## src/inc/fhcr_pkg.sv

```systemverilog
// Purpose: Shared constants for the frontend host control register bank.
// Assumes: Byte-wide register port, one access per cycle on the mclk clock.
// Notes: Offsets are register addresses on the documented register port.
// Functional notes
// RL1: Command bit 7 set enters power-down.
// RL2: Command bit 6 powers down radio paths.
// RL3: Command bits 4..0 hold command code.
// RL4: Ownership register changes only after unlock.
// RL5: Next write clears unlock bit automatically.
// RL6: Bit 6 gives bus to host.
// RL7: Bit 5 gives bus to secure module.
// RL8: Both ownership bits never one together.
// RL9: Ownership bits set only after prior unlock.
// RL10: Link select: off, SPI, slow I2C, I2C.
// RL11: Depth select: one 255, zero 512.
// RL12: Software should clear buffer before resizing.
// RL13: Near-full when capacity minus count below threshold; the code also sets it when the two are equal.
// RL14: Near-empty when count at most threshold.
// RL15: Clear bit empties buffer, reads zero.
// RL16: Bit 2 is threshold bit 8, 512 only.
// RL17: Bits 1..0 give count bits 9..8.
// RL18: Data write increments, data read decrements count.
// RL19: Setting both ownership bits keeps old values.
package fhcr_pkg;
  // Register addresses.
  localparam logic [7:0] ADDR_COMMAND = 8'h00;
  localparam logic [7:0] ADDR_OWNERSHIP = 8'h01;
  localparam logic [7:0] ADDR_BUF_CTRL = 8'h02;
  localparam logic [7:0] ADDR_THRESHOLD = 8'h03;
  localparam logic [7:0] ADDR_BYTE_COUNT = 8'h04;
  localparam logic [7:0] ADDR_DATA_PORT = 8'h05;
  // Command register fields.
  localparam int CMD_POWER_DOWN_BIT = 7;
  localparam int CMD_RADIO_OFF_BIT = 6;
  localparam int CMD_CODE_MSB = 4;
  // Ownership register fields.
  localparam int OWN_UNLOCK_BIT = 7;
  localparam int OWN_HOST_BIT = 6;
  localparam int OWN_MODULE_BIT = 5;
  localparam int OWN_LINK_MSB = 3;
  localparam int OWN_LINK_LSB = 2;
  // Buffer control fields.
  localparam int BC_DEPTH_BIT = 7;
  localparam int BC_NEAR_FULL_BIT = 6;
  localparam int BC_NEAR_EMPTY_BIT = 5;
  localparam int BC_CLEAR_BIT = 4;
  localparam int BC_THRESH8_BIT = 2;
  // Capacities and storage size.
  localparam logic [9:0] DEPTH_SMALL = 10'h0ff;
  localparam logic [9:0] DEPTH_LARGE = 10'h200;
  localparam int STORE_WORDS = 512;
  // Reset values.
  localparam logic [7:0] RESET_COMMAND = 8'h00;
  localparam logic [7:0] RESET_OWNERSHIP = 8'h00;
  localparam logic [7:0] RESET_THRESHOLD = 8'h00;
  localparam logic RESET_DEPTH = 1'b0;
  // Secure-module link selections.
  typedef enum logic [1:0] {
    FHCR_LINK_OFF,
    FHCR_LINK_SPI,
    FHCR_LINK_I2C_SLOW,
    FHCR_LINK_I2C
  } fhcr_link_t;
endpackage

```

## src/design/fhcr_buffer.sv

```systemverilog
// Purpose: Byte buffer with selectable capacity and a live byte count.
// Assumes: Push and pop are single-cycle strobes from the register decode.
// Notes: Overrun and underrun attempts are ignored.
`timescale 1ns/10ps
module fhcr_buffer
(
  // Clock and reset.
  input wire logic mclk,
  input wire logic reset,
  // Control.
  input wire logic small_depth,
  input wire logic clear,
  // Data.
  input wire logic push,
  input wire logic [7:0] push_data,
  input wire logic pop,
  output logic [7:0] pop_data,
  output logic [9:0] count
);
  logic [7:0] mem [fhcr_pkg::STORE_WORDS];
  logic [8:0] wr_ptr_r;
  logic [8:0] rd_ptr_r;
  logic [9:0] count_r;
  logic [9:0] cap;
  logic do_push;
  logic do_pop;

  // Capacity follows the depth select live.
  always_comb
  begin
    cap = small_depth ? fhcr_pkg::DEPTH_SMALL
                      : fhcr_pkg::DEPTH_LARGE; // see RL11
    do_push = push && !clear && (count_r < cap);
    do_pop = pop && !clear && (count_r != 10'h000);
  end

  // Storage write; no reset needed on the array.
  always_ff @(posedge mclk)
  begin
    if (do_push)
      mem[wr_ptr_r] <= push_data;
  end

  // Pointers and count; clear wins over traffic.
  always_ff @(posedge mclk)
  begin
    if (reset || clear) // see RL15
    begin
      wr_ptr_r <= 9'h000;
      rd_ptr_r <= 9'h000;
      count_r <= 10'h000;
    end
    else
    begin
      if (do_push)
        wr_ptr_r <= wr_ptr_r + 9'h001;
      if (do_pop)
        rd_ptr_r <= rd_ptr_r + 9'h001;
      if (do_push && !do_pop)
        count_r <= count_r + 10'h001; // see RL18
      else if (do_pop && !do_push)
        count_r <= count_r - 10'h001; // see RL18
    end
  end

  assign pop_data = mem[rd_ptr_r];
  assign count = count_r;
endmodule

```

## src/design/fhcr_regs.sv

```systemverilog
// Purpose: Host register bank for command, bus ownership and buffer control.
// Assumes: Register port gives a one-cycle strobe per read or write.
// Notes: Read data is registered and appears one cycle after the strobe.
`timescale 1ns/10ps
module fhcr_regs
(
  // Clock and reset.
  input wire logic mclk,
  input wire logic reset,
  // Register port.
  input wire logic [7:0] reg_addr,
  input wire logic reg_wr,
  input wire logic reg_rd,
  input wire logic [7:0] reg_wdata,
  output logic [7:0] reg_rdata,
  // Power and command.
  output logic power_down,
  output logic radio_path_power_down,
  output logic [4:0] command_code,
  output logic command_strobe,
  // Bus ownership.
  output logic host_owns_bus,
  output logic secure_module_owns_bus,
  output logic [1:0] secure_module_link_select,
  // Buffer status.
  output logic near_full_flag,
  output logic near_empty_flag
);
  logic [7:0] cmd_r;
  logic unlock_r;
  logic host_r;
  logic module_r;
  logic [1:0] link_r;
  logic depth_r;
  logic [8:0] thresh_r;
  logic [7:0] rdata_r;
  logic cmd_stb_r;
  logic near_full_r;
  logic near_empty_r;
  logic [9:0] count;
  logic [7:0] pop_data;
  logic [9:0] cap;
  logic [9:0] thresh_eff;
  logic [9:0] count_eff;
  logic [7:0] ctrl_view;
  logic [7:0] own_view;
  logic wr_cmd;
  logic wr_own;
  logic wr_bc;
  logic wr_th;
  logic push;
  logic pop;
  logic clear;

  // Address match on a strobe; shared by every decode below.
  function automatic logic hit(input logic stb, input logic [7:0] a,
                               input logic [7:0] want);
    hit = stb && (a == want);
  endfunction

  // Write and read decode.
  always_comb
  begin
    wr_cmd = hit(reg_wr, reg_addr, fhcr_pkg::ADDR_COMMAND);
    wr_own = hit(reg_wr, reg_addr, fhcr_pkg::ADDR_OWNERSHIP);
    wr_bc = hit(reg_wr, reg_addr, fhcr_pkg::ADDR_BUF_CTRL);
    wr_th = hit(reg_wr, reg_addr, fhcr_pkg::ADDR_THRESHOLD);
    push = hit(reg_wr, reg_addr, fhcr_pkg::ADDR_DATA_PORT); // see RL18
    pop = hit(reg_rd, reg_addr, fhcr_pkg::ADDR_DATA_PORT); // see RL18
    clear = wr_bc && reg_wdata[fhcr_pkg::BC_CLEAR_BIT]; // see RL15
  end

  // Buffer storage and byte counter.
  fhcr_buffer u_buffer
  (
    .mclk(mclk),
    .reset(reset),
    .small_depth(depth_r),
    .clear(clear),
    .push(push),
    .push_data(reg_wdata),
    .pop(pop),
    .pop_data(pop_data),
    .count(count)
  );

  // Command register; bit 5 is reserved and never stored.
  always_ff @(posedge mclk)
  begin
    if (reset)
    begin
      cmd_r <= fhcr_pkg::RESET_COMMAND;
      cmd_stb_r <= 1'b0;
    end
    else
    begin
      cmd_stb_r <= wr_cmd; // see RL3
      if (wr_cmd)
      begin
        cmd_r[fhcr_pkg::CMD_POWER_DOWN_BIT] <=
          reg_wdata[fhcr_pkg::CMD_POWER_DOWN_BIT]; // see RL1
        cmd_r[fhcr_pkg::CMD_RADIO_OFF_BIT] <=
          reg_wdata[fhcr_pkg::CMD_RADIO_OFF_BIT]; // see RL2
        cmd_r[fhcr_pkg::CMD_CODE_MSB:0] <=
          reg_wdata[fhcr_pkg::CMD_CODE_MSB:0]; // see RL3
      end
    end
  end

  // Unlock bit: any write to any register consumes a standing unlock.
  always_ff @(posedge mclk)
  begin
    if (reset)
      unlock_r <= fhcr_pkg::RESET_OWNERSHIP[fhcr_pkg::OWN_UNLOCK_BIT];
    else if (reg_wr)
    begin
      if (unlock_r)
        unlock_r <= 1'b0; // see RL5
      else if (wr_own)
        unlock_r <= reg_wdata[fhcr_pkg::OWN_UNLOCK_BIT]; // see RL4
    end
  end

  // Ownership and link fields change only on the write after an unlock.
  // The write that sets the unlock itself changes nothing else, which
  // keeps a stray single write from moving bus ownership.
  always_ff @(posedge mclk)
  begin
    if (reset)
    begin
      host_r <= fhcr_pkg::RESET_OWNERSHIP[fhcr_pkg::OWN_HOST_BIT];
      module_r <= fhcr_pkg::RESET_OWNERSHIP[fhcr_pkg::OWN_MODULE_BIT];
      link_r <= fhcr_pkg::RESET_OWNERSHIP[fhcr_pkg::OWN_LINK_MSB:
                                           fhcr_pkg::OWN_LINK_LSB];
    end
    else if (wr_own && unlock_r) // see RL4, RL9
    begin
      link_r <= reg_wdata[fhcr_pkg::OWN_LINK_MSB:
                          fhcr_pkg::OWN_LINK_LSB]; // see RL10
      if (!(reg_wdata[fhcr_pkg::OWN_HOST_BIT] &&
            reg_wdata[fhcr_pkg::OWN_MODULE_BIT])) // see RL8, RL19
      begin
        host_r <= reg_wdata[fhcr_pkg::OWN_HOST_BIT]; // see RL6
        module_r <= reg_wdata[fhcr_pkg::OWN_MODULE_BIT]; // see RL7
      end
    end
  end

  // Depth select and threshold; threshold bit 8 lives in buffer control.
  always_ff @(posedge mclk)
  begin
    if (reset)
    begin
      depth_r <= fhcr_pkg::RESET_DEPTH;
      thresh_r <= {1'b0, fhcr_pkg::RESET_THRESHOLD};
    end
    else
    begin
      if (wr_bc)
      begin
        depth_r <= reg_wdata[fhcr_pkg::BC_DEPTH_BIT]; // see RL11
        thresh_r[8] <= reg_wdata[fhcr_pkg::BC_THRESH8_BIT]; // see RL16
      end
      if (wr_th)
        thresh_r[7:0] <= reg_wdata;
    end
  end

  // Extension bits count only in the large mode; in the small mode the
  // threshold and count are limited to their low eight bits.
  always_comb
  begin
    cap = depth_r ? fhcr_pkg::DEPTH_SMALL : fhcr_pkg::DEPTH_LARGE;
    thresh_eff = depth_r ? {2'b00, thresh_r[7:0]}
                         : {1'b0, thresh_r}; // see RL16
    count_eff = depth_r ? {2'b00, count[7:0]} : count; // see RL17
  end

  // Alert flags are registered so the outputs come from flip-flops.
  always_ff @(posedge mclk)
  begin
    if (reset)
    begin
      near_full_r <= 1'b0;
      near_empty_r <= 1'b0;
    end
    else
    begin
      near_full_r <= (cap - count_eff) <= thresh_eff; // see RL13
      near_empty_r <= count_eff <= thresh_eff; // see RL14
    end
  end

  // Read views; the clear bit and reserved bits always read zero.
  always_comb
  begin
    own_view = {unlock_r, host_r, module_r, 1'b0, link_r, 2'b00};
    ctrl_view = {depth_r, near_full_r, near_empty_r, 1'b0, 1'b0,
                 thresh_r[8], count_eff[9:8]}; // see RL15, RL17
  end

  // Registered read mux; unmapped addresses read zero.
  always_ff @(posedge mclk)
  begin
    if (reset)
      rdata_r <= 8'h00;
    else if (reg_rd)
    begin
      case (reg_addr)
        fhcr_pkg::ADDR_COMMAND: rdata_r <= {cmd_r[7:6], 1'b0, cmd_r[4:0]};
        fhcr_pkg::ADDR_OWNERSHIP: rdata_r <= own_view;
        fhcr_pkg::ADDR_BUF_CTRL: rdata_r <= ctrl_view;
        fhcr_pkg::ADDR_THRESHOLD: rdata_r <= thresh_r[7:0];
        fhcr_pkg::ADDR_BYTE_COUNT: rdata_r <= count[7:0];
        fhcr_pkg::ADDR_DATA_PORT: rdata_r <= pop_data;
        default: rdata_r <= 8'h00;
      endcase
    end
  end

  // Outputs.
  assign reg_rdata = rdata_r;
  assign power_down = cmd_r[fhcr_pkg::CMD_POWER_DOWN_BIT]; // see RL1
  assign radio_path_power_down =
    cmd_r[fhcr_pkg::CMD_RADIO_OFF_BIT]; // see RL2
  assign command_code = cmd_r[fhcr_pkg::CMD_CODE_MSB:0];
  assign command_strobe = cmd_stb_r;
  assign host_owns_bus = host_r;
  assign secure_module_owns_bus = module_r;
  assign secure_module_link_select = link_r;
  assign near_full_flag = near_full_r;
  assign near_empty_flag = near_empty_r;
endmodule

```

## config.mk

```make
export PLATFORM = sky130hd
export DESIGN_NAME = fhcr_regs
export DESIGN_NICKNAME = d
export VERILOG_FILES = /design/src/inc/fhcr_pkg.sv /design/src/design/fhcr_buffer.sv /design/src/design/fhcr_regs.sv
export SDC_FILE = /design/constraint.sdc
export NUM_CORES = 2
export LEC_CHECK = 0
export BUFFER_PORTS_ARGS = -buffer_cell sky130_fd_sc_hd__buf_4
export CELL_PAD_IN_SITES_DETAIL_PLACEMENT = 1
export CELL_PAD_IN_SITES_GLOBAL_PLACEMENT = 2
export CORE_AREA = 2 2 640 642
export CTS_BUF_LIST = sky130_fd_sc_hd__clkbuf_8
export DETAILED_ROUTE_END_ITERATION = 10
export DIE_AREA = 0 0 642 644
export GPL_TIMING_DRIVEN = 1
export PLACE_DENSITY_LB_ADDON = 0.25
export SLEW_MARGIN = 20
export SYNTH_ARGS = -nofsm -noshare
export SYNTH_HDL_FRONTEND = slang
export SYNTH_HIERARCHICAL = 1
export SYNTH_SLANG_ARGS = --single-unit
```

## constraint.sdc

```tcl
create_clock -name mclk -period 4.6 [get_ports mclk]
set_clock_uncertainty 0.05 [all_clocks]
set_input_delay 0.69 -clock mclk [delete_from_list [all_inputs] [get_ports mclk]]
set_output_delay 0.69 -clock mclk [all_outputs]
set_load 0.02 [all_outputs]
```

* After elaboration in Yosys (flattened, before gate mapping)
Memories as Yosys holds them, arrays and structs flattened. A register that Yosys moved wholly into a read port is not among the register bits.
Index checks and enable logic that the tools add are counted.
** Cells by class
- $add $sub $neg :: 5
- Order comparisons :: 3
- Equality and inequality tests :: 5
- Muxes and demuxes :: 12
- Bitwise logic cells :: 1
- Reduce and logical (&&, ||, !) cells :: 23
** Operators with widths (number)
- $pmux W8 S6 :: 1
- $mux W10 :: 4
- $mux W9 :: 3
- $le A10 B9 Y1 :: 2
- $add A9 B1 Y9 const B :: 2
- $eq A8 B2 Y1 const B :: 2
- $eq A8 B3 Y1 const B :: 2
- $logic_and A1 B1 Y1 :: 15
- $add A10 B1 Y10 const B :: 1
- $lt A10 B10 Y1 :: 1
- $reduce_bool A10 Y1 :: 1
- $sub A10 B1 Y10 const B :: 1
- $sub A10 B10 Y10 :: 1
- $eq A8 B1 Y1 const B :: 1
- $logic_not A8 Y1 :: 1
- $mux W1 :: 4
- $logic_not A1 Y1 :: 3
- $reduce_and A2 Y1 :: 1
- $reduce_bool A2 Y1 :: 1
- $logic_or A1 B1 Y1 :: 1
- $not A1 Y1 :: 1
** Storage, ports and cells
- Register bits :: 61
- Memory bits (writable) :: 4096
- Input bits :: 20
- Output and inout bits :: 22
- Memories :: 1
** Memory list
- u_buffer.mem :: words 512, width 8, rd ports 1, clocked after Yosys merged registers in 1, wr ports 1, line fhcr_buffer.sv:20 : logic [7:0] mem [fhcr_pkg::STORE_WORDS];

* Logic depth before layout (Yosys ltp)
- Depth after elaboration :: 10
- Depth in mapped cells :: 18

* Modules after synthesis
The synthesis kept the hierarchy.
** Modules (own cells, without submodules)
- fhcr_buffer :: times used 1, cells each 7523, area each 159808.3 sq um, sequential area each 123738.7 sq um
- fhcr_regs :: times used 1, cells each 292, area each 2494.9 sq um, sequential area each 660.6 sq um

* Least setup slack after synthesis
OpenSTA, ideal clock, no wires.
- Path type :: input -> register
- Start :: input reg_addr[5]
- End :: register u_buffer.count_r[9], in the netlist u_buffer/count[9]
- Arrival time :: 4461 ps
- Required time :: 4480 ps
- Slack :: 19 ps
- Stages on the path :: 16
- Path buffers :: 1
- Path through :: or4_4 > nor4b_4 > and3_1 > nand3_1 > a211oi_1 > buf_2 > ha_1 > inv_1 > ha_1 > a21o_1 > a21o_1 > a31oi_1 > o41ai_1 > xnor2_1 > or3_1 > a21oi_1
** RTL lines
- from (decl) :: line fhcr_regs.sv:11 : input wire logic [7:0] reg_addr,
- $eq A8 B3 Y1 (*) :: line fhcr_regs.sv:58 : hit = stb && (a == want);
- $logic_and A1 B1 Y1 (*) :: line fhcr_regs.sv:58
- named net push :: line fhcr_regs.sv:51 : logic push;
- $logic_and A1 B1 Y1 (*) (2 in a row) :: line fhcr_buffer.sv:33 : do_push = push && !clear && (count_r < cap);
- named net u_buffer.do_push :: line fhcr_buffer.sv:25 : logic do_push;
- $logic_not A1 Y1 :: line fhcr_buffer.sv:61 : else if (do_pop && !do_push)
- $logic_and A1 B1 Y1 :: line fhcr_buffer.sv:61
- $reduce_bool A2 Y1 (no source line)
- to (signal assigned) :: line fhcr_buffer.sv:60 : count_r <= count_r + 10'h001;
- to (signal assigned) :: line fhcr_buffer.sv:62 : count_r <= count_r - 10'h001;
- to (decl) :: line fhcr_buffer.sv:23 : logic [9:0] count_r;
Mark *: on every way through the listed nets, which the timed path passes. The rest lies on a longest branch.
A chain may end at the register's enable or synchronous reset.

==> key figures <==
Run status
  – Status: finished, final reports clean

Route
  – Routed WL: 446000 um
  – Post-route DRC violation count: 0
  – DR pass1 iterations: 6
  – Drt initial violations: 7694
  – Wire per inst: 29.7 um
  – Via count: 82527
  – Drt via density: 5.50
  – Antenna Nets Post-Route: 0

Cells and area
  – # fillers: 37728
  – Footprint of the multi-input gates: 35900 sq um
  – Post-Layout Cell Count: 15005
  – Fin nets: 9092
  – Area growth from synthesis to final layout: 16.3%
  – Layout cells sized above 1: 30.7%
  – Register Area: 124000 sq um

Timing
  – Slew HR: 26.9%
  – Setup WS post-layout: 0.150 ns
  – Max-slew violations: 0
  – Min Clock Period, post-route: 4.45 ns
  – Final Hold Viols: 0
  – Setup Total Neg Slack: 0 ns
  – Final setup vio count: 0
  – Fmax: 225 MHz
  – Tcrit/Tclk final: 96.7%
  – Least-Margin Pin Slew: 1.10 ns

CTS
  – Root Buffer: clkbuf_8
  – H-Tree Depth: 6
  – Worst-path clk slew: 0.06 ns
  – CTS buffer count: 682
  – Clk sinks: 4166
  – Worst-Skew Late Latency: 1.23 ns
  – Longest Clk Path Bufs: 4
  – CTS tree: built

Synthesis
  – Post-synth EDFFs: 4096
  – Ys flop type: edfxtp_1
  – Post-Syn Area: 162000 sq um
  – Synth warn: 6
  – Netlist cell types: 70
  – Post-Syn Instances: 7815
  – FFs w/ async S/R, synth: 0%
  – Sequential area share after synthesis: 76.6%
  – #FFs+latches synth: 4166
  – Net Count, Synth: 7887
  – Synthesized area per cell: 20.8 sq um

Die
  – CORE AREA: 408000 sq um
  – DIE WIDTH: 642 um
  – Initial core utilization: 39.8%
  – Die Ht: 644 um
  – Area of the die: 413000 sq um
  – FP Rows: 235
  – Top Ports: 42

Power
  – Maximum vdd drop: 253 uV
  – Leak: 58.6 nW
  – Power per Cell Area: 385 nW/um^2

GRT
  – Largest net degree at the start of global routing: 168
  – Gr usage total: 21.4%
  – Global-route wire length before repair: 649000 um
  – Vias in the first global route: 88994
  – Initial antenna violation count: 18
  – Congestion Overflow GR: 0

Critical path
  – Crit path max fanout: 18
  – Startpoint types: flip-flop
  – Req. time, crit path: 5.69 ns
  – CP Capture Type: flip-flop
  – Critical Path AT: 5.54 ns
  – Crit Path Class: reg2reg

Hold path
  – Hold/Removal Path Class: in2reg

Placed design
  – Number of port buffers: 41
  – Placed cell count: 13763
  – GP Congestion: 0.803
  – Final HPWL DP: 278000 um
  – Dpl ws: -0.101 ns

Job
  – Maxcap violations: 0
-- path summary, 6_finish.rpt --
check / end / cells after the start / start / slack, ns
worst max register to register: reg_rdata[0] / 13 / flip-flop / 0.15
worst min-delay path: u_buffer/mem[278][6] / 1 / reg_wdata[6] / 0.12
worst min register to register: thresh_r[3] / 2 / thresh_r[3] / 0.47
worst max-delay path: reg_rdata[0] / 13 / flip-flop / 0.15
-- state kept, by name (all words and copies together) (netlist names), named ones only --
name                       flops
near_full_flag                 1
u_buffer/wr_ptr_r              9
near_empty_flag                1
cmd_r                          7
secure_module_owns_bus         1
unlock_r                       1
u_buffer/count                10
depth_r                        1
reg_rdata                      8
u_buffer/mem                4096
host_owns_bus                  1
secure_module_link_select      2
thresh_r                       9
u_buffer/rd_ptr_r              9
command_strobe                 1
-- kinds of logic (layout without fill, tap and decap cells) --
logic type | count (synthesis) | in the layout | share of synthesized area, %
compound gates | 608 | 608 | 2.28
xor+xnor | 23 | 23 | 0.124
fa+ha+maj | 52 | 52 | 0.410
buf+inv | 515 | 2242 | 1.39
flops | 4166 | 4166 | 76.6
mux | 1347 | 1347 | 16.2
other cells | 0 | 12 | 0
simple gates | 1104 | 1104 | 2.90
-- timing repair --
item / CTS / global route
hold endpoints to repair: 293 / 0
endpoints found under the setup margin: 2 / 5
gates resized for setup: 2 / 0
setup buffers: 0 / 4
hold buffers: 20 / 0
-- cell usage in the layout, fill, tap and decap left out, types with 27 or more instances in the layout --
| cell type | instances |
|---|---|
| dfxtp_1 | 65 |
| mux2_2 | 40 |
| ha_1 | 50 |
| clkinv_1 | 140 |
| nand2_1 | 180 |
| o221ai_1 | 27 |
| clkbuf_8 | 697 |
| a21oi_1 | 141 |
| o21ai_0 | 217 |
| mux2i_1 | 282 |
| mux4_2 | 1025 |
| clkinv_2 | 68 |
| nor2_1 | 675 |
| buf_4 | 862 |
| buf_12 | 107 |
| inv_1 | 271 |
| nand3_1 | 107 |
| edfxtp_1 | 4096 |
| o22ai_1 | 98 |
| o2bb2ai_1 | 32 |
-- Yosys cell counts (all sizes together), types with 9 or more instances --
library cell  count  area share [%]
a221oi           23            0.12
dfxtp            70            0.86
nor2            677             1.6
and4             15           0.081
o22ai            98            0.38
buf             226            0.73
nor3             13           0.047
a21oi           141            0.43
nand2           181            0.42
a21o              9           0.042
nor2b            14           0.054
a22oi            12           0.056
xnor2            11           0.059
xor2             12           0.065
nand4            21           0.081
o221ai           27            0.15
and3             18           0.069
ha               50            0.39
nand3           123            0.39
inv              39           0.090
o21ai           217            0.67
mux4           1025              14
mux2i           282             1.7
edfxtp         4096              76
mux2             40            0.28
clkbuf          250            0.58
o2bb2ai          32            0.17
-- worst max-delay path: stages, from the launching register on --
cell,delay [ns]
dfxtp_4,0.42
buf_12,0.13
buf_12,0.23
buf_4,0.31
mux4_2,0.26
o22ai_1,0.07
o21ai_0,0.54
nand3_1,0.40
and4_1,0.45
a22oi_1,0.63
and3_1,0.36
mux2i_1,0.11
o21ai_0,0.19
a32o_1,0.19
-- stage by stage --
stage               power [mW]  hold slack (ns)  utilization [%]  instance area [sq um]
detailed placement        43.3            0.449             43.2                 176000
CTS                       73.4          0.00750             46.3                 189000
global route              75.0           0.0727             46.3                 189000
floorplan                 42.5            0.410                -                 162000
finish                    72.6            0.123             46.3                 189000
global placement          43.3            0.427             43.2                 176000
-- layer usage --
layer / global-route usage (%) / wire, um / part of all wire (%) / up-vias
li1: - / - / - / 34803
met1: 29.5 / 190000 / 43 / 44753
met2: 35.5 / 220000 / 49 / 2356
met3: 3.56 / 24600 / 5.5 / 613
met4: 5.69 / 11600 / 2.6 / 2
met5: 0 / 13 / 0.0029 / -
-- power breakdown --
group	internal, mW	total, mW	switching (mW)
combinational	0.114	0.837	0.723
sequential	41.7	41.7	0.00284
clock	15.2	30.1	14.9
-- cell type report --
cell class                      count  share of cell area, %
Antenna cell                       12                 0.0159
Clock buffer                      697                   5.08
Clock inverter                    509                   1.52
Timing Repair Buffer              997                   4.73
Multi-Input combinational cell   3134                   19.0
Tap cell                         5451                   3.61
Sequential cell                  4166                   65.9
Inverter                           39                 0.0776
No activity file was read; power rests on OpenSTA's default activity.
